[src/hw/mscal_pkg.sv]
package mscal_pkg;

  // ==========================================
  // register port map (byte addresses)
  localparam logic [7:0] ADDR_CTRL = 8'h00;
  localparam logic [7:0] ADDR_IDIRQ = 8'h04;
  localparam logic [7:0] ADDR_SRCFLAG = 8'h08;

  // ==========================================
  // control register write fields
  localparam int IMODE_SET_LO = 2;
  localparam int IMODE_CLR_LO = 10;
  localparam int SRC_EN_LO = 20;
  localparam int SRC_DIS_LO = 28;
  localparam int NUM_SRC = 4;

  // ==========================================
  // id/irq register fields
  localparam int VEC_LO = 0;
  localparam int VEC_W = 8;
  localparam int LVL_LO = 8;
  localparam int LVL_W = 3;
  localparam int GIE_BIT = 11;
  localparam int VER_LO = 12;
  localparam int ID_LO = 16;
  // identity values are arbitrary
  localparam logic [15:0] MODULE_ID = 16'h0abc;
  localparam logic [3:0] MODULE_VER = 4'h1;

  // ==========================================
  // data word layout
  localparam int CNT24_W = 24;
  localparam int CHAN_W = 5;
  localparam int HALF_W = 16;

  // ==========================================
  // interrupt source indices
  localparam int SRC_CIP = 0;
  localparam int SRC_HALF = 1;
  localparam int SRC_AFULL = 2;
  localparam int SRC_FULL = 3;

  typedef enum logic [1:0] {
    IMODE_NEXT_USER,
    IMODE_NEXT_DIS,
    IMODE_NEXT_DIS4,
    IMODE_TEST
  } imode_t;

endpackage

[src/hw/src_latch.sv]
`timescale 1ns/1ps
module src_latch
  import mscal_pkg::*;
(
  // clock
  input wire logic core_clk_i,
  input wire logic sys_rst_i,
  input wire logic ce_i,
  // control
  input wire logic cause_i,
  input wire logic enable_i,
  // state
  output logic flag_o
);
  logic flag_q;
  logic flag_d;

  // held while cause present; dropped only when disabled and cause is gone
  always_comb begin
    flag_d = flag_q;
    if (!enable_i && !cause_i) begin
      flag_d = 1'b0;
    end
    if (enable_i && cause_i) begin
      flag_d = 1'b1;
    end
  end

  always_ff @(posedge core_clk_i or posedge sys_rst_i) begin
    if (sys_rst_i) begin
      flag_q <= 1'b0;
    end else if (ce_i) begin
      flag_q <= flag_d;
    end
  end

  assign flag_o = flag_q;
endmodule

[src/hw/word_fmt.sv]
`timescale 1ns/1ps
module word_fmt
  import mscal_pkg::*;
(
  // selection
  input wire logic mode24_i,
  input wire logic second_half_i,
  // fields
  input wire logic [31:0] count_i,
  input wire logic [1:0] user_i,
  input wire logic bank_i,
  input wire logic [CHAN_W-1:0] chan_i,
  // result
  output logic [31:0] word_o,
  output logic [HALF_W-1:0] half_o
);
  // tag byte: user1, user0, bank, channel msb..lsb
  always_comb begin
    word_o = count_i;
    if (mode24_i) begin
      word_o = {user_i[1], user_i[0], bank_i, chan_i, count_i[CNT24_W-1:0]};
    end
    half_o = second_half_i ? word_o[HALF_W-1:0] : word_o[31:HALF_W];
  end
endmodule

[src/hw/mscal_ctrl.sv]
`timescale 1ns/1ps
// Summary of operation
// - four sources: copy start, half full, almost full, full (error)
// - release-on-acknowledge interrupter returning only an 8-bit vector
// - with four fifo chips almost full replaces half full as cause
// - a source interrupts only after its enable bit; its disable bit clears it only once the cause has gone
// - bus request only while global enable bit 11 is one
// - internal flag readable by software even without bus request
// - level from bits 8-10, vector from bits 0-7
// - 32-bit mode: raw counter; 16-bit reads give high half then low
// - 24-bit mode: low 24 bits count, top byte tag
// - tag byte: user1, user0, bank, five-bit channel; first half read
// - mode 0: next, user1, user2, reset or step inhibit
// - mode 1: next, user1, disable counting, reset or step inhibit
// - mode 2: next, user1, user2, disable counting on input 4
// - mode 3: input 4 is external test pulse
// - lines 5-8 out: copy, empty, half full, full
// - counting inhibited while disable input held
// - 24-bit mode latches user bits on leading edge of next
// - acknowledge drives vector onto low eight data lines
// - ctrl write bits 20-23 enable, 28-31 disable sources
// - ctrl write bits 2,3 set mode bits, 10,11 clear them
module mscal_ctrl
  import mscal_pkg::*;
(
  // clock and reset
  input wire logic core_clk_i,
  input wire logic sys_rst_i,
  input wire logic ce_i,
  // register port
  input wire logic [7:0] reg_addr_i,
  input wire logic [31:0] reg_wdata_i,
  input wire logic reg_wr_i,
  input wire logic reg_rd_i,
  output logic [31:0] reg_rdata_o,
  // interrupt bus
  input wire logic iack_i,
  output logic [LVL_W-1:0] irq_level_o,
  output logic irq_req_o,
  output logic [VEC_W-1:0] iack_data_o,
  output logic iack_data_oe_o,
  // configuration
  input wire logic mode24_i,
  input wire logic four_fifo_i,
  input wire logic new_version_i,
  // fifo and copy status
  input wire logic copy_in_progress_i,
  input wire logic fifo_empty_i,
  input wire logic fifo_half_i,
  input wire logic fifo_almost_empty_i,
  input wire logic fifo_full_i,
  // front panel control inputs 1..4
  input wire logic [3:0] ctl_in_i,
  // data formatting
  input wire logic [31:0] count_i,
  input wire logic bank_i,
  input wire logic [CHAN_W-1:0] chan_i,
  input wire logic second_half_i,
  output logic [31:0] data_word_o,
  output logic [HALF_W-1:0] data_half_o,
  // decoded control functions
  output logic step_advance_pulse_o,
  output logic count_inhibit_o,
  output logic ext_reset_o,
  output logic step_inhibit_o,
  output logic ext_test_o,
  output logic [1:0] user_tag_o,
  // front panel outputs 5..8
  output logic [3:0] ctl_out_o
);

  // ==========================================
  // register state
  logic [NUM_SRC-1:0] src_en_q, src_en_d;
  logic [1:0] imode_q, imode_d;
  logic [VEC_W-1:0] vec_q, vec_d;
  logic [LVL_W-1:0] lvl_q, lvl_d;
  logic gie_q, gie_d;
  logic [31:0] rdata_q, rdata_d;

  logic [NUM_SRC-1:0] src_flag;
  logic [NUM_SRC-1:0] cause;
  logic any_flag;
  imode_t imode;

  assign imode = imode_t'(imode_q);

  always_comb begin
    src_en_d = src_en_q;
    imode_d = imode_q;
    vec_d = vec_q;
    lvl_d = lvl_q;
    gie_d = gie_q;
    rdata_d = rdata_q;
    if (reg_wr_i && reg_addr_i == ADDR_CTRL) begin
      // disable wins if both written together
      src_en_d = (src_en_q | reg_wdata_i[SRC_EN_LO +: NUM_SRC])
                 & ~reg_wdata_i[SRC_DIS_LO +: NUM_SRC];
      imode_d = (imode_q | reg_wdata_i[IMODE_SET_LO +: 2])
                & ~reg_wdata_i[IMODE_CLR_LO +: 2];
    end
    if (reg_wr_i && reg_addr_i == ADDR_IDIRQ) begin
      vec_d = reg_wdata_i[VEC_LO +: VEC_W];
      lvl_d = reg_wdata_i[LVL_LO +: LVL_W];
      gie_d = reg_wdata_i[GIE_BIT];
    end
    if (reg_rd_i) begin
      unique case (reg_addr_i)
        ADDR_CTRL: rdata_d = {8'h00, src_en_q, 4'h0, 4'h0, 4'h0, 4'h0, imode_q, 2'h0};
        ADDR_IDIRQ: rdata_d = {MODULE_ID, MODULE_VER, gie_q, lvl_q, vec_q};
        ADDR_SRCFLAG: rdata_d = {23'h000000, any_flag, 4'h0, src_flag};
        default: rdata_d = 32'h0000_0000;
      endcase
    end else begin
      rdata_d = 32'h0000_0000;
    end
  end

  always_ff @(posedge core_clk_i or posedge sys_rst_i) begin
    if (sys_rst_i) begin
      src_en_q <= '0;
      imode_q <= 2'h0;
      vec_q <= 8'h00;
      lvl_q <= 3'h0;
      gie_q <= 1'b0;
      rdata_q <= 32'h0000_0000;
    end else if (ce_i) begin
      src_en_q <= src_en_d;
      imode_q <= imode_d;
      vec_q <= vec_d;
      lvl_q <= lvl_d;
      gie_q <= gie_d;
      rdata_q <= rdata_d;
    end
  end

  // ==========================================
  // interrupt sources
  logic cip_prev_q, cip_prev_d;
  logic afull_raw;

  // almost full with four chips = almost empty has cleared (~25-50% fill)
  assign afull_raw = four_fifo_i ? !fifo_almost_empty_i : fifo_half_i;

  always_comb begin
    cip_prev_d = copy_in_progress_i;
    cause[SRC_CIP] = copy_in_progress_i && !cip_prev_q;
    cause[SRC_HALF] = fifo_half_i && !four_fifo_i;
    cause[SRC_AFULL] = afull_raw;
    cause[SRC_FULL] = fifo_full_i;
  end

  for (genvar s = 0; s < NUM_SRC; s++) begin : g_src
    src_latch u_src (
      .core_clk_i(core_clk_i),
      .sys_rst_i(sys_rst_i),
      .ce_i(ce_i),
      .cause_i(cause[s]),
      .enable_i(src_en_q[s]),
      .flag_o(src_flag[s])
    );
  end

  assign any_flag = |src_flag;

  // ==========================================
  // bus request and acknowledge
  logic req_q, req_d;
  logic [VEC_W-1:0] ackd_q, ackd_d;
  logic ackoe_q, ackoe_d;
  logic acked_q, acked_d;

  // released on acknowledge; rearmed once all flags have been cleared
  always_comb begin
    acked_d = acked_q;
    if (req_q && iack_i) begin
      acked_d = 1'b1;
    end else if (!any_flag) begin
      acked_d = 1'b0;
    end
    req_d = any_flag && gie_q && !acked_d && lvl_q != 3'h0;
    ackoe_d = req_q && iack_i;
    ackd_d = ackoe_d ? vec_q : 8'h00;
  end

  always_ff @(posedge core_clk_i or posedge sys_rst_i) begin
    if (sys_rst_i) begin
      cip_prev_q <= 1'b0;
      req_q <= 1'b0;
      ackd_q <= 8'h00;
      ackoe_q <= 1'b0;
      acked_q <= 1'b0;
    end else if (ce_i) begin
      cip_prev_q <= cip_prev_d;
      req_q <= req_d;
      ackd_q <= ackd_d;
      ackoe_q <= ackoe_d;
      acked_q <= acked_d;
    end
  end

  // ==========================================
  // control input decode and outputs
  logic next_prev_q, next_prev_d;
  logic [1:0] user_q, user_d;
  logic step_q, step_d, inh_q, inh_d, rst_q, rst_d, sinh_q, sinh_d, test_q, test_d;
  logic [3:0] out_q, out_d;
  logic [31:0] word_c;
  logic [HALF_W-1:0] half_c;
  logic [31:0] word_q;
  logic [HALF_W-1:0] half_q;

  always_comb begin
    next_prev_d = ctl_in_i[0];
    user_d = user_q;
    step_d = 1'b0;
    inh_d = 1'b0;
    rst_d = 1'b0;
    sinh_d = 1'b0;
    test_d = 1'b0;
    unique case (imode)
      IMODE_NEXT_USER: begin
        step_d = ctl_in_i[0] && !next_prev_q;
        rst_d = ctl_in_i[3] && !new_version_i;
        sinh_d = ctl_in_i[3] && new_version_i;
      end
      IMODE_NEXT_DIS: begin
        step_d = ctl_in_i[0] && !next_prev_q;
        inh_d = ctl_in_i[2];
        rst_d = ctl_in_i[3] && !new_version_i;
        sinh_d = ctl_in_i[3] && new_version_i;
      end
      IMODE_NEXT_DIS4: begin
        step_d = ctl_in_i[0] && !next_prev_q;
        inh_d = ctl_in_i[3];
      end
      IMODE_TEST: begin
        test_d = ctl_in_i[3];
      end
    endcase
    if (step_d && mode24_i) begin
      user_d[1] = ctl_in_i[1];
      user_d[0] = (imode == IMODE_NEXT_DIS) ? 1'b0 : ctl_in_i[2];
    end
    out_d = {fifo_full_i, fifo_half_i, fifo_empty_i, copy_in_progress_i};
  end

  word_fmt u_fmt (
    .mode24_i(mode24_i),
    .second_half_i(second_half_i),
    .count_i(count_i),
    .user_i(user_q),
    .bank_i(bank_i),
    .chan_i(chan_i),
    .word_o(word_c),
    .half_o(half_c)
  );

  always_ff @(posedge core_clk_i or posedge sys_rst_i) begin
    if (sys_rst_i) begin
      next_prev_q <= 1'b0;
      user_q <= 2'h0;
      step_q <= 1'b0;
      inh_q <= 1'b0;
      rst_q <= 1'b0;
      sinh_q <= 1'b0;
      test_q <= 1'b0;
      out_q <= 4'h0;
      word_q <= 32'h0000_0000;
      half_q <= 16'h0000;
    end else if (ce_i) begin
      next_prev_q <= next_prev_d;
      user_q <= user_d;
      step_q <= step_d;
      inh_q <= inh_d;
      rst_q <= rst_d;
      sinh_q <= sinh_d;
      test_q <= test_d;
      out_q <= out_d;
      word_q <= word_c;
      half_q <= half_c;
    end
  end

  assign reg_rdata_o = rdata_q;
  assign irq_level_o = lvl_q;
  assign irq_req_o = req_q;
  assign iack_data_o = ackd_q;
  assign iack_data_oe_o = ackoe_q;
  assign data_word_o = word_q;
  assign data_half_o = half_q;
  assign step_advance_pulse_o = step_q;
  assign count_inhibit_o = inh_q;
  assign ext_reset_o = rst_q;
  assign step_inhibit_o = sinh_q;
  assign ext_test_o = test_q;
  assign user_tag_o = user_q;
  assign ctl_out_o = out_q;
endmodule

[config.mk]
export PLATFORM = sky130hd
export DESIGN_NAME = mscal_ctrl
export DESIGN_NICKNAME = d
export VERILOG_FILES = /design/src/hw/mscal_pkg.sv /design/src/hw/src_latch.sv /design/src/hw/word_fmt.sv /design/src/hw/mscal_ctrl.sv
export SDC_FILE = /design/constraint.sdc
export NUM_CORES = 1
export LEC_CHECK = 0
export ABC_AREA = 1
export ABC_CLOCK_PERIOD_IN_PS = 5500
export CORE_MARGIN = 3
export CORE_UTILIZATION = 35
export DETAILED_ROUTE_END_ITERATION = 6
export DONT_BUFFER_PORTS = 1
export PLACE_DENSITY = 0.55
export SYNTH_ARGS = -nofsm -noshare
export SYNTH_HDL_FRONTEND = slang
export SYNTH_HIERARCHICAL = 1
export SYNTH_SLANG_ARGS = --single-unit
export TNS_END_PERCENT = 20
[constraint.sdc]
create_clock -name core_clk_i -period 5.5 [get_ports core_clk_i]
set_clock_uncertainty 0.1 [all_clocks]
set_input_delay 0.55 -clock core_clk_i [delete_from_list [all_inputs] [get_ports core_clk_i]]
set_output_delay 0.55 -clock core_clk_i [all_outputs]
set_load 0.01 [all_outputs]
Word level (Yosys, flattened, before mapping)
Index checks and enable logic that the tools add are counted.
{"block": "op_classes", "eq_ne": 5, "n_mux": 22, "bitwise": 6, "reduce_logical": 51}
{"op": "case mux 28 bit (3 select lines)", "n": 1}
{"op": "two-way mux 32 bit", "n": 2}
{"op": "logical AND 1 bit", "n": 20}
{"op": "two-way mux 1 bit", "n": 16}
{"op": "two-way mux 16 bit", "n": 1}
{"op": "logical NOT 1 bit", "n": 14}
{"op": "AND reduction 2 bit", "n": 7}
{"op": "== test 8 x 3 -> 1 bit, second input constant", "n": 1}
{"op": "== test 8 x 4 -> 1 bit, second input constant", "n": 1}
{"op": "logical NOT 8 bit", "n": 1}
{"op": "two-way mux 8 bit", "n": 1}
{"op": "nonzero test 2 bit", "n": 4}
{"op": "bitwise AND 4 bit", "n": 1}
{"op": "== test 2 bit, second input constant", "n": 2}
{"op": "inverter 4 bit", "n": 1}
{"op": "OR 4 bit", "n": 1}
{"op": "OR reduction 4 bit", "n": 1}
{"op": "nonzero test 3 bit", "n": 1}
{"op": "OR reduction 3 bit", "n": 1}
{"op": "bitwise AND 2 bit", "n": 1}
{"op": "== test 2 x 1 -> 1 bit, second input constant", "n": 1}
{"op": "logical NOT 2 bit", "n": 1}
{"op": "inverter 2 bit", "n": 1}
{"op": "OR 2 bit", "n": 1}
{"op": "other kinds (2)", "n": 2}
{"block": "word_totals", "regBits": 126, "input_bits": 97, "output_inout_bits": 104, "elab_cells": 109}

Logic depth before layout (Yosys ltp)
Gate-level depths: netlist of the first run.
{"block": "depth", "depth_word": 6, "depth_mapped": 7, "ltp_nobuf": 7}

By module
Netlist of the first run, hierarchy kept.
{"module": "mscal_ctrl", "instances": 1, "cells_per_inst": 522, "area_per_inst_um2": 4735.8, "seq_area_each_um2": 2652.5}
{"module": "word_fmt", "instances": 1, "cells_per_inst": 118, "area_per_inst_um2": 629.4, "seq_area_each_um2": 0.0}
{"module": "src_latch", "instances": 4, "cells_per_inst": 8, "area_per_inst_um2": 61.3, "seq_area_each_um2": 25.0}

Worst setup path after synthesis of the first run
No wires, ideal clock.
{"block": "synth_path", "path_kind": "input -> register", "startpoint": "input reg_addr_i[7]", "endpoint": "register imode_q[0] (netlist: imode[0])", "setup_ns": 0.123, "t_arrival_ns": 1.258, "required_time_ns": 5.277, "setup_slack_ns": 4.019, "path_stages": 7, "n_path_buf": 1, "cell_sequence": "nor2_2 nand2_4 nor2_8 nand3_2 buf_6 nand2_2 o21ai_2"}
{"block": "synth_between", "elab_chain_cells": 3}
{"element": "start, declared", "line_no": "mscal_ctrl.sv:31", "text": "input wire logic [7:0] reg_addr_i,"}
{"element": "logical NOT 8 bit", "line_no": "mscal_ctrl.sv:95", "text": "if (reg_wr_i && reg_addr_i == ADDR_CTRL) begin"}
{"element": "logical AND 1 bit", "line_no": "mscal_ctrl.sv:95"}
{"element": "AND reduction 2 bit (no line)"}
{"element": "end signal, assigned", "line_no": "mscal_ctrl.sv:129", "text": "imode_q <= imode_d;"}
{"element": "end, declared", "line_no": "mscal_ctrl.sv:75", "text": "logic [1:0] imode_q, imode_d;"}
No other way between the ends.
A chain may end at the register's enable or synchronous reset.

Worst setup path in the final report of the first run
{"block": "layout_path", "startpoint": "register rdata_q[25] (netlist: reg_rdata_o[25])", "endpoint": "output reg_rdata_o[25]"}
{"element": "start, declared", "line_no": "mscal_ctrl.sv:79", "text": "logic [31:0] rdata_q, rdata_d;"}
{"element": "start signal, assigned", "line_no": "mscal_ctrl.sv:133", "text": "rdata_q <= rdata_d;"}
{"element": "end, declared", "line_no": "mscal_ctrl.sv:35", "text": "output logic [31:0] reg_rdata_o,"}
No word-level cell between the ends.

==> run metrics, run 1 <==
outcome finished, final reports clean; Max Root-Sink Buffers 2; Cell Count Post-Placement 832; pin count of the biggest net entering global routing 71; worst hold path class input port to asynchronous set/reset pin; Iteration-0 DRC Markers 175; CTS tree built; syn_area_per_cell 8.35 sq um; # IOs 201; Reg clk slew, reported paths 70 ps; CP Capture Type output port; initial antenna violation count 0; Post-CTS Setup Repair Bufs 0; Pleak 3.17 nW; fmax 608 MHz; Final period util 0.299; Std-Cell Rows 45; post-route ant nets 0; non-filler cells, final 849; Max Fanout on Critical Path 6; drc violations 0; Max Slew Vio Count 0; slew margin rel. 0.523; Final min period 1640 ps; root buf cell clkbuf_16; routability cong. 0.790; routed via count 4016; layout filler cell count 1637; Startpoint Class flip-flop; Core Region 15400 sq um; I/O Buffers 0; DP Area 5460 sq um; Post-Synthesis Cells 672; Routed WL per cell 16.6 um; Pre-antenna DRT Iters 4; PwrDens 307 nW/um^2; Die H 133 um; number of global-route vias before repair 4133; Max Cap Viol 0; post-synthesis sequential area ratio 0.491; Max rail drop VDD 0.000143 V; kind of critical path flip-flop to output port; H-tree depth 3; ANT cells 0; Num CTS Buffers 9; Clock Sinks 110; crit path DAT 990 ps; GR Overflow Total 0; area grow syn2layout 3.37%; setup tns final 0 ps; Chip Width 133 um; worst hold margin 42.9 ps; FF+latch count, synth 110; first-pass GRT wire length 22.6 mm; Worst-Margin Slew 716 ps; vias per cell 4.73; Hold Fails Final Rpt 0; CP required 4850 ps; GRT Total Usage 0.162; fraction of layout cells with a size suffix above 1 0.129; final instance area 5800 sq um; final wirelength 14.1 mm; RSZ-0062 raised after global routing false; Post-Synthesis Cell Area 5610 sq um; endpoints failing setup 0; worst-skew pair later-pin latency 350 ps; Initial Util 0.364; synth unique cells 34; Synth warnings 6; hpwl dp 10.3 mm; die footprint 17600 sq um; Nets 739
[repair_timing]
action / CTS / global route
resized for setup: 0 / 0
hold buffers: 1 / 0
hold endpoints to repair: 4 / 0
[worst paths after layout]
check                                      from         endpoint  slack [ps]  cells past startpoint
worst max-delay path            reg_rdata_o[25]  reg_rdata_o[25]        3860                      0
worst min-delay path                  sys_rst_i      src_en_q[3]          40                      1
worst max register to register         imode[0]    user_tag_o[0]        4020                      4
worst min register to register          acked_q          acked_q         380                      2
max in group asynchronous             sys_rst_i  reg_rdata_o[22]        4060                      2
min in group core_clk_i           new_version_i      ext_reset_o         200                      1
[registers in the layout, summed over array words and instances, names as in the netlist, 2 cells and up]
name,cells
ctl_out_o,4
data_half_o,16
data_word_o,32
g_src.u_src/flag_o,4
iack_data_o,8
imode,2
irq_level_o,3
reg_rdata_o,17
src_en_q,4
user_tag_o,2
vec_q,8
[routing by layer]
layer / GRT usage / vias up / wire (um)
li1: - / 1923 / -
met3: 0.0624 / 17 / 1310
met2: 0.266 / 165 / 6800
met5: 0 / - / 0
met1: 0.196 / 1911 / 5770
met4: 0.0531 / 0 / 206
[report_power, final]
| part | switching [mW] | total [mW] | internal [mW] | leakage, nW |
|---|---|---|---|---|
| logic | 0.0922 | 0.138 | 0.0454 | 1.57 |
| clock network | 0.310 | 0.725 | 0.415 | 0.159 |
| registers | 0.0617 | 0.916 | 0.855 | 1.44 |
[layout by cell type (no fill, tap or decap), types with 3 or more instances in the layout]
| cell | count |
|---|---|
| o21ai_1 | 6 |
| dfrtp_1 | 110 |
| o21ai_2 | 22 |
| nand3_1 | 37 |
| nor2_1 | 9 |
| nand2_1 | 286 |
| o31ai_1 | 3 |
| o21ai_0 | 11 |
| nand2_4 | 3 |
| ha_1 | 9 |
| o21bai_1 | 4 |
| conb_1 | 11 |
| and2_1 | 8 |
| nor2_2 | 3 |
| inv_1 | 56 |
| nand3_2 | 3 |
| nand2_2 | 18 |
| inv_2 | 6 |
| clkbuf_16 | 9 |
| nor2_8 | 3 |
[kinds of logic (layout without fill, tap and decap cells)]
logic type | after synthesis | in the layout | synth area share
and+or+nand+nor | 374 | 374 | 0.295
other | 1 | 11 | 0.000668
buffers and inverters | 128 | 84 | 0.129
AOI/OAI and AO/OA | 49 | 49 | 0.0633
DFF | 110 | 110 | 0.491
muxes | 1 | 1 | 0.00178
adders and majority gates | 9 | 9 | 0.0201
[through the flow]
step	setup slack [ps]	power, mW	util
3_5_place_dp	3550	1.07	0.354
4_1_cts	3830	1.81	0.376
6_report	3860	1.78	0.376
5_1_grt	3790	1.86	0.376
2_1_floorplan	2060	1.06	-
3_3_place_gp	3590	1.07	0.354
[final cells by class]
class                      instances  area [sq um]  share of cell area
clock buffer                      10           239              0.0412
inverter                          65           256              0.0442
sequential                       110          2750               0.475
multi-input combinational        444          2170               0.375
clock inverter                     6          90.1              0.0155
timing repair buffer               3          25.0             0.00431
tap                              211           264              0.0455
[worst register-to-register path: stages, from the launching register on]
cell	delay, ps
dfrtp_1	480
ha_1	250
nor2_1	140
nand3_1	170
o31ai_1	250
[cells in the mapped netlist, drive strengths merged]
cell	number	share of area
clkbuf	7	0.0065
o21ai	39	0.050
nand2	307	0.22
dfrtp	110	0.49
and2	8	0.0089
nor2	16	0.022
o211ai	1	0.0013
conb	1	0.00067
inv	65	0.045
mux2i	1	0.0018
a22o	2	0.0031
nand4	2	0.0049
nand3	40	0.038
buf	56	0.077
o21bai	4	0.0054
o31ai	3	0.0040
ha	9	0.020
nor3	1	0.0029
No activity file was read; power rests on OpenSTA's default activity.
==> run 2: changes to the inputs <==
--- a/config.mk
+++ b/config.mk
@@ -6,12 +6,12 @@
 export NUM_CORES = 1
 export LEC_CHECK = 0
 export ABC_AREA = 1
-export ABC_CLOCK_PERIOD_IN_PS = 5500
+export ABC_CLOCK_PERIOD_IN_PS = 1370
 export CORE_MARGIN = 3
 export CORE_UTILIZATION = 35
 export DETAILED_ROUTE_END_ITERATION = 6
 export DONT_BUFFER_PORTS = 1
-export PLACE_DENSITY = 0.55
+export PLACE_DENSITY = 0.57
 export SYNTH_ARGS = -nofsm -noshare
 export SYNTH_HDL_FRONTEND = slang
 export SYNTH_HIERARCHICAL = 1
==> constraint.sdc (replaced) <==
create_clock -name core_clk_i -period 1.37 [get_ports core_clk_i]
set_clock_uncertainty 0.1 [all_clocks]
set_input_delay 0.137 -clock core_clk_i [delete_from_list [all_inputs] [get_ports core_clk_i]]
set_output_delay 0.137 -clock core_clk_i [all_outputs]
set_load 0.01 [all_outputs]
==> run 2 against run 1 <==
  * The run now ends with hold timing left
  * Design area is 20% higher
  * First-iteration DRC count is 17% higher
  * Sequential cell count stayed put
  * Sequential share of layout area is 7.8 points lower
  * Global-route usage is 1.9 points higher
  * Combinational power grew to 6.6 times the previous value
  * Power grew to 4.1 times the previous value
==> run metrics, run 2 (synthesis gave the netlist of run 1 again) <==
hold path endpoint data_half_o[4]; Top Family by Delay on Critical Path buffers and inverters; Max Slew Vio Count 0 (unchanged); pre-CTS setup slack 43.6 ps (-3510 ps); worst hold path class input port to flip-flop; RR Endpoint count_inhibit_o; commonest non-fill, non-tap cell in the layout nand2_1; CP cell instances dlygate4sd3_1, nand2_1, dlygate4sd3_1, nand2_1, nand2_1, nand2_1; Worst Path Buf+Inv 2; Chip Width 133 um (unchanged); Die H 133 um (unchanged); crit path DAT 1480 ps (+490 ps); Startpoint Class input port; hpwl dp 10.4 mm (+0.29%); fraction of layout cells with a size suffix above 1 0.132 (+0.00302); drc violations 0 (unchanged); Post-CTS Setup Repair Bufs 0 (unchanged); Final period util 0.976; routability cong. 0.825 (+4.4%); CP Capture Type flip-flop; hold_sp second_half_i; Num CTS Buffers 9 (unchanged); area grow syn2layout 23.7%; final wirelength 15.7 mm (+12%); Pre-antenna DRT Iters 4 (unchanged); Pleak 3.68 nW (+16%); Clock Sinks 110 (unchanged); Final min period 1340 ps; Hold Fails Final Rpt 1 (+1); post-route ant nets 0 (unchanged); Routed WL per cell 16.5 um (-0.87%); worst hold margin -36.8 ps (-79.7 ps); GRT Total Usage 0.181 (+0.0192); CP required 1510 ps (-3340 ps); layout filler cell count 1506 (-8.0%); hold path cells 4; Max Cap Viol 0 (unchanged); CTS tree built; max reg flops 32 (unchanged); die footprint 17600 sq um (unchanged); Core Region 15400 sq um (unchanged); Std-Cell Rows 45 (unchanged); H-tree depth 3 (unchanged); Iteration-0 DRC Markers 204 (+17%); fmax 748 MHz; Max Fanout on Critical Path 2 (-4); Reg clk slew, reported paths 70 ps (about the same); number of global-route vias before repair 4761 (+15%); initial antenna violation count 1 (+1); Max rail drop VDD 0.000557 V (+290%); Pwr Total 7.38 mW (+310%); crit-path most repeated cell nand2_1; cells on worst reg2reg path 6 (+2); vias per cell 4.71 (-0.39%); worst-skew pair later-pin latency 350 ps (about the same); first-pass GRT wire length 25.3 mm (+12%); outcome finished, violations left; Nets 847 (+15%); root buf cell clkbuf_16; routed via count 4509 (+12%); Final WS setup 32.8 ps (-3820 ps); highest-count cells in the layout ignoring fill and taps 286 x nand2_1, 108 x dfrtp_1, 87 x dlygate4sd3_1; GR Overflow Total 0 (unchanged); Crit path largest cell delay 560 ps; r2r setup slk 60 ps (-3960 ps); endpoints failing setup 0 (unchanged); RSZ-0062 raised after global routing true; FF-to-FF Start imode[0]; failing checks hold timing; PwrDens 1060 nW/um^2 (+250%); pin count of the biggest net entering global routing 57 (-20%); Initial Util 0.364 (unchanged); # IOs 201 (unchanged); kind of critical path input port to flip-flop; Max Root-Sink Buffers 2 (unchanged); slowest CP cell dlygate4sd3_1; I/O Buffers 0 (unchanged)
[run 2: cell types whose count changed in the layout (fill, tap and decap cells not counted), sizes merged]
cell          change
diode             +1
dlygate4sd3      +86
inv               -1
dlymetal6s4s     +10
buf              +12
[run 2: worst max path at each step]
| stage | cells past startpoint | slack (ps) | end | from |
|---|---|---|---|---|
| 2_1_floorplan | 1 | -140 | acked_q | sys_rst_i |
| 3_3_place_gp | 4 | 90 | user_tag_o[0] | imode[1] |
| 3_5_place_dp | 4 | 40 | user_tag_o[0] | imode[1] |
| 4_1_cts | 4 | 20 | user_tag_o[0] | imode[1] |
| 5_1_grt | 6 | -40 | data_half_o[0] | count_i[0] |
| 6_report | 6 | 30 | data_half_o[6] | count_i[6] |
[run 2: report_power, final]
part           internal [mW]  leakage (nW)  switching (mW)
registers               3.43          1.43           0.228
clock network           1.61         0.153            1.20
logic                  0.408          2.10           0.504
total                   5.45          3.68            1.93
[run 2: routing by layer]
| metal | routed length, um | share of wire | GRT usage |
|---|---|---|---|
| met4 | 289 | 0.018 | 0.0600 |
| met5 | 0 | 0 | 0 |
| met3 | 1300 | 0.083 | 0.0471 |
| met1 | 6140 | 0.39 | 0.215 |
| met2 | 8010 | 0.51 | 0.318 |
[run 2: repair_timing]
| action | CTS | global route |
|---|---|---|
| setup endpoints to repair | 0 | 17 |
| hold buffers | 99 | 0 |
| endpoints found under the hold margin | 199 | 0 |
| gates resized for setup | 0 | 17 |
[run 2: layout make-up]
class                   count  area, sq um  area share
diodes                      1         2.50    0.000361
clock buffers              10          229      0.0330
clock inverters             5         82.6      0.0119
inverters                  65          258      0.0371
multi-input cells         444         2180       0.314
flip-flops and latches    110         2760       0.397
well taps                 211          264      0.0380
repair buffers            111         1170       0.168
[run 2: tightest hold or removal path: stages]
cell     delay [ps]
nand2_1          40
nand2_1          70
nand2_1          60
nand2_1          60
[run 2: metrics by stage]
step / TNS, ps / util / instances / instance area (sq um) / hold WS [ps]
CTS: 0 / 0.448 / 957 / 6910 / 3.83
detailed placement: 0 / 0.363 / 843 / 5590 / -231
global placement: 0 / 0.363 / 843 / 5590 / -232
global route: -40.7 / 0.450 / 957 / 6940 / 40.5
finish: 0 / 0.450 / 957 / 6940 / -36.8
floorplan: -14900 / - / 682 / 5650 / -234
==> run 3: changes to the inputs <==
--- a/config.mk
+++ b/config.mk
@@ -7,11 +7,12 @@
 export LEC_CHECK = 0
 export ABC_AREA = 1
 export ABC_CLOCK_PERIOD_IN_PS = 1370
+export BUFFER_PORTS_ARGS = -buffer_cell sky130_fd_sc_hd__buf_4
 export CORE_MARGIN = 3
 export CORE_UTILIZATION = 35
 export DETAILED_ROUTE_END_ITERATION = 6
-export DONT_BUFFER_PORTS = 1
-export PLACE_DENSITY = 0.57
+export PLACE_DENSITY = 0.68
+export RECOVER_POWER = 25
 export SYNTH_ARGS = -nofsm -noshare
 export SYNTH_HDL_FRONTEND = slang
 export SYNTH_HIERARCHICAL = 1
==> run 3 against run 2 <==
  * The run now ends clean
  * Clock-buffer cell count unchanged
  * Register-to-register slack gained 70 ps
  * Largest power group unchanged
  * Setup slack gained 23 ps
  * Global-route usage decreased by 0.83 points
  * Via count grew 6.6%
  * Critical path depth grew 3
  * Highest routed layer unchanged
  * Design area is 11% higher
  * Core utilization increased by 4.9 points
  * Largest cell class unchanged
  * Power increased by 2.8%
==> run metrics, run 3 (synthesis gave the netlist of run 1 again) <==
kind of critical path input port to flip-flop; die footprint 17600 sq um (unchanged); routed via count 4805 (+6.6%); worst hold path class input port to flip-flop; Core Region 15400 sq um (unchanged); post-route ant nets 0 (unchanged); CP cell instances dlygate4sd3_1, buf_4, inv_2, mux2i_1, ha_1, inv_1, nand2_1, nand2_1, nand2_1; Nets 984 (+16%); root buf cell clkbuf_16; Final WS setup 55.6 ps (+22.8 ps); crit-path most repeated cell nand2_1; first-pass GRT wire length 24.6 mm (-3.0%); routability cong. 0.832 (+0.84%); Final min period 1310 ps (-22.8 ps); slowest CP cell dlygate4sd3_1; hold path cells 3 (-1); Pre-antenna DRT Iters 4 (unchanged); pin count of the biggest net entering global routing 78 (+37%); Chip Width 133 um (unchanged); area of the multi-input gates 2110 sq um (-3.5%); register area 2750 sq um (about the same); I/O Buffers 177 (+177); hpwl dp 10.7 mm (+3.0%); Clock Sinks 110 (unchanged); Std-Cell Rows 45 (unchanged); Routed WL per cell 13.8 um (-16%); worst-skew pair later-pin latency 340 ps (about the same); initial antenna violation count 0 (-1); layout filler cell count 1536 (+2.0%); Hold Fails Final Rpt 0 (-1); outcome finished, final reports clean; GR Overflow Total 0 (unchanged); ANT cells 0 (-1); Max Root-Sink Buffers 2 (unchanged); drc violations 0 (unchanged); Worst-Margin Slew 641 ps; Crit path largest cell delay 530 ps (-30 ps); CTS tree built; Post-CTS Setup Repair Bufs 0 (unchanged); pre-CTS setup slack 42.9 ps (-0.697 ps); PwrDens 985 nW/um^2 (-7.3%); endpoints failing setup 0 (unchanged); commonest non-fill, non-tap cell in the layout nand2_1; Iteration-0 DRC Markers 247 (+21%); slew margin rel. 0.571; final wirelength 15.1 mm (-4.3%); Startpoint Class input port; Initial Util 0.364 (unchanged); Pleak 4.26 nW (+16%); Pwr Total 7.58 mW (+2.8%); Levels on crit path 9 (+3); cells on worst reg2reg path 4 (-2); # IOs 201 (unchanged); Reg clk slew, reported paths 70 ps (about the same); r2r setup slk 130 ps (+70 ps); area grow syn2layout 37.2%; Final period util 0.959 (-0.0166); RSZ-0062 raised after global routing false; number of global-route vias before repair 4777 (+0.34%); Max rail drop VDD 0.000709 V (+27%); vias per cell 4.39 (-6.8%); crit path DAT 1460 ps (-20 ps); fmax 761 MHz (+1.7%); fraction of layout cells with a size suffix above 1 0.284 (+0.153); Die H 133 um (unchanged); Top Family by Delay on Critical Path buffers and inverters; Max Slew Vio Count 0 (unchanged); max reg flops 32 (unchanged); GRT Total Usage 0.173 (-0.00831); highest-count cells in the layout ignoring fill and taps 293 x nand2_1, 160 x buf_4, 110 x dfrtp_1; H-tree depth 3 (unchanged); Max Cap Viol 0 (unchanged); Worst Path Buf+Inv 4 (+2); Max Fanout on Critical Path 3 (+1); CP required 1510 ps (about the same); Num CTS Buffers 9 (unchanged); CP Capture Type flip-flop
## run 3: cell count changes in the layout (fill, tap and decap cells not counted), moves of 8 or more
cell | before | now
dlygate4sd3_1 | 87 | 54
buf_4 | 8 | 160
dlymetal6s4s_1 | 10 | 0
clkbuf_4 | 0 | 19
o21ai_0 | 11 | 19
clkbuf_1 | 1 | 10
## run 3: routing by layer
metal  vias to the layer above  share of wire  track usage
met2                       166           0.49        0.295
met5                         -              0            0
met3                         9          0.057       0.0346
met4                         0         0.0074       0.0468
met1                      2202           0.45        0.224
li1                       2428              -            -
## run 3: final cells by class
type                       instances  area share
clock buffer                      10      0.0310
clock inverter                     6     0.00861
inverter                          65      0.0335
multi-input combinational        444       0.274
sequential                       110       0.358
tap                              211      0.0343
timing repair buffer             248       0.261
## run 3: worst paths after layout
| check | endpoint | startpoint |
|---|---|---|
| max | g_src[2].u_src/flag_o | fifo_half_i |
| max reg2reg | user_tag_o[0] | imode[0] |
| min | src_en_q[3] | reg_wdata_i[23] |
| min in group asynchronous | g_src[1].u_src/flag_o | sys_rst_i |
| min reg2reg | data_half_o[10] | data_half_o[10] |
| max in group asynchronous | data_word_o[16] | sys_rst_i |
## run 3: power breakdown
part           switching, mW  leakage [nW]  total (mW)  internal, mW
Sequential             0.118          1.44        3.55          3.43
Combinational          0.678          2.67        1.33         0.653
Clock                   1.22         0.154        2.70          1.48
## run 3: tightest hold or removal path: cells and delay by family
kind | cells | cell delay [ps]
AOI/OAI and AO/OA | 2 | 230
buffers and inverters | 1 | 80
## run 3: repair_timing
| action | 4_1_cts | 5_1_grt |
|---|---|---|
| resized for setup | 0 | 4 |
| endpoints found under the setup margin | 0 | 4 |
| endpoints found under the hold margin | 170 | 0 |
| hold buffers | 54 | 0 |
## run 3: stage by stage
stage	utilization	cell area, sq um	hold slack [ps]	instances	setup TNS (ps)
after floorplan	-	5650	-234	682	-14900
after global placement	0.452	6970	-77.5	1024	0
after detailed placement	0.452	6970	-75.8	1024	0
after CTS	0.506	7810	12.4	1094	0
after global routing	0.499	7700	23.8	1094	0
final	0.499	7700	19.9	1094	0
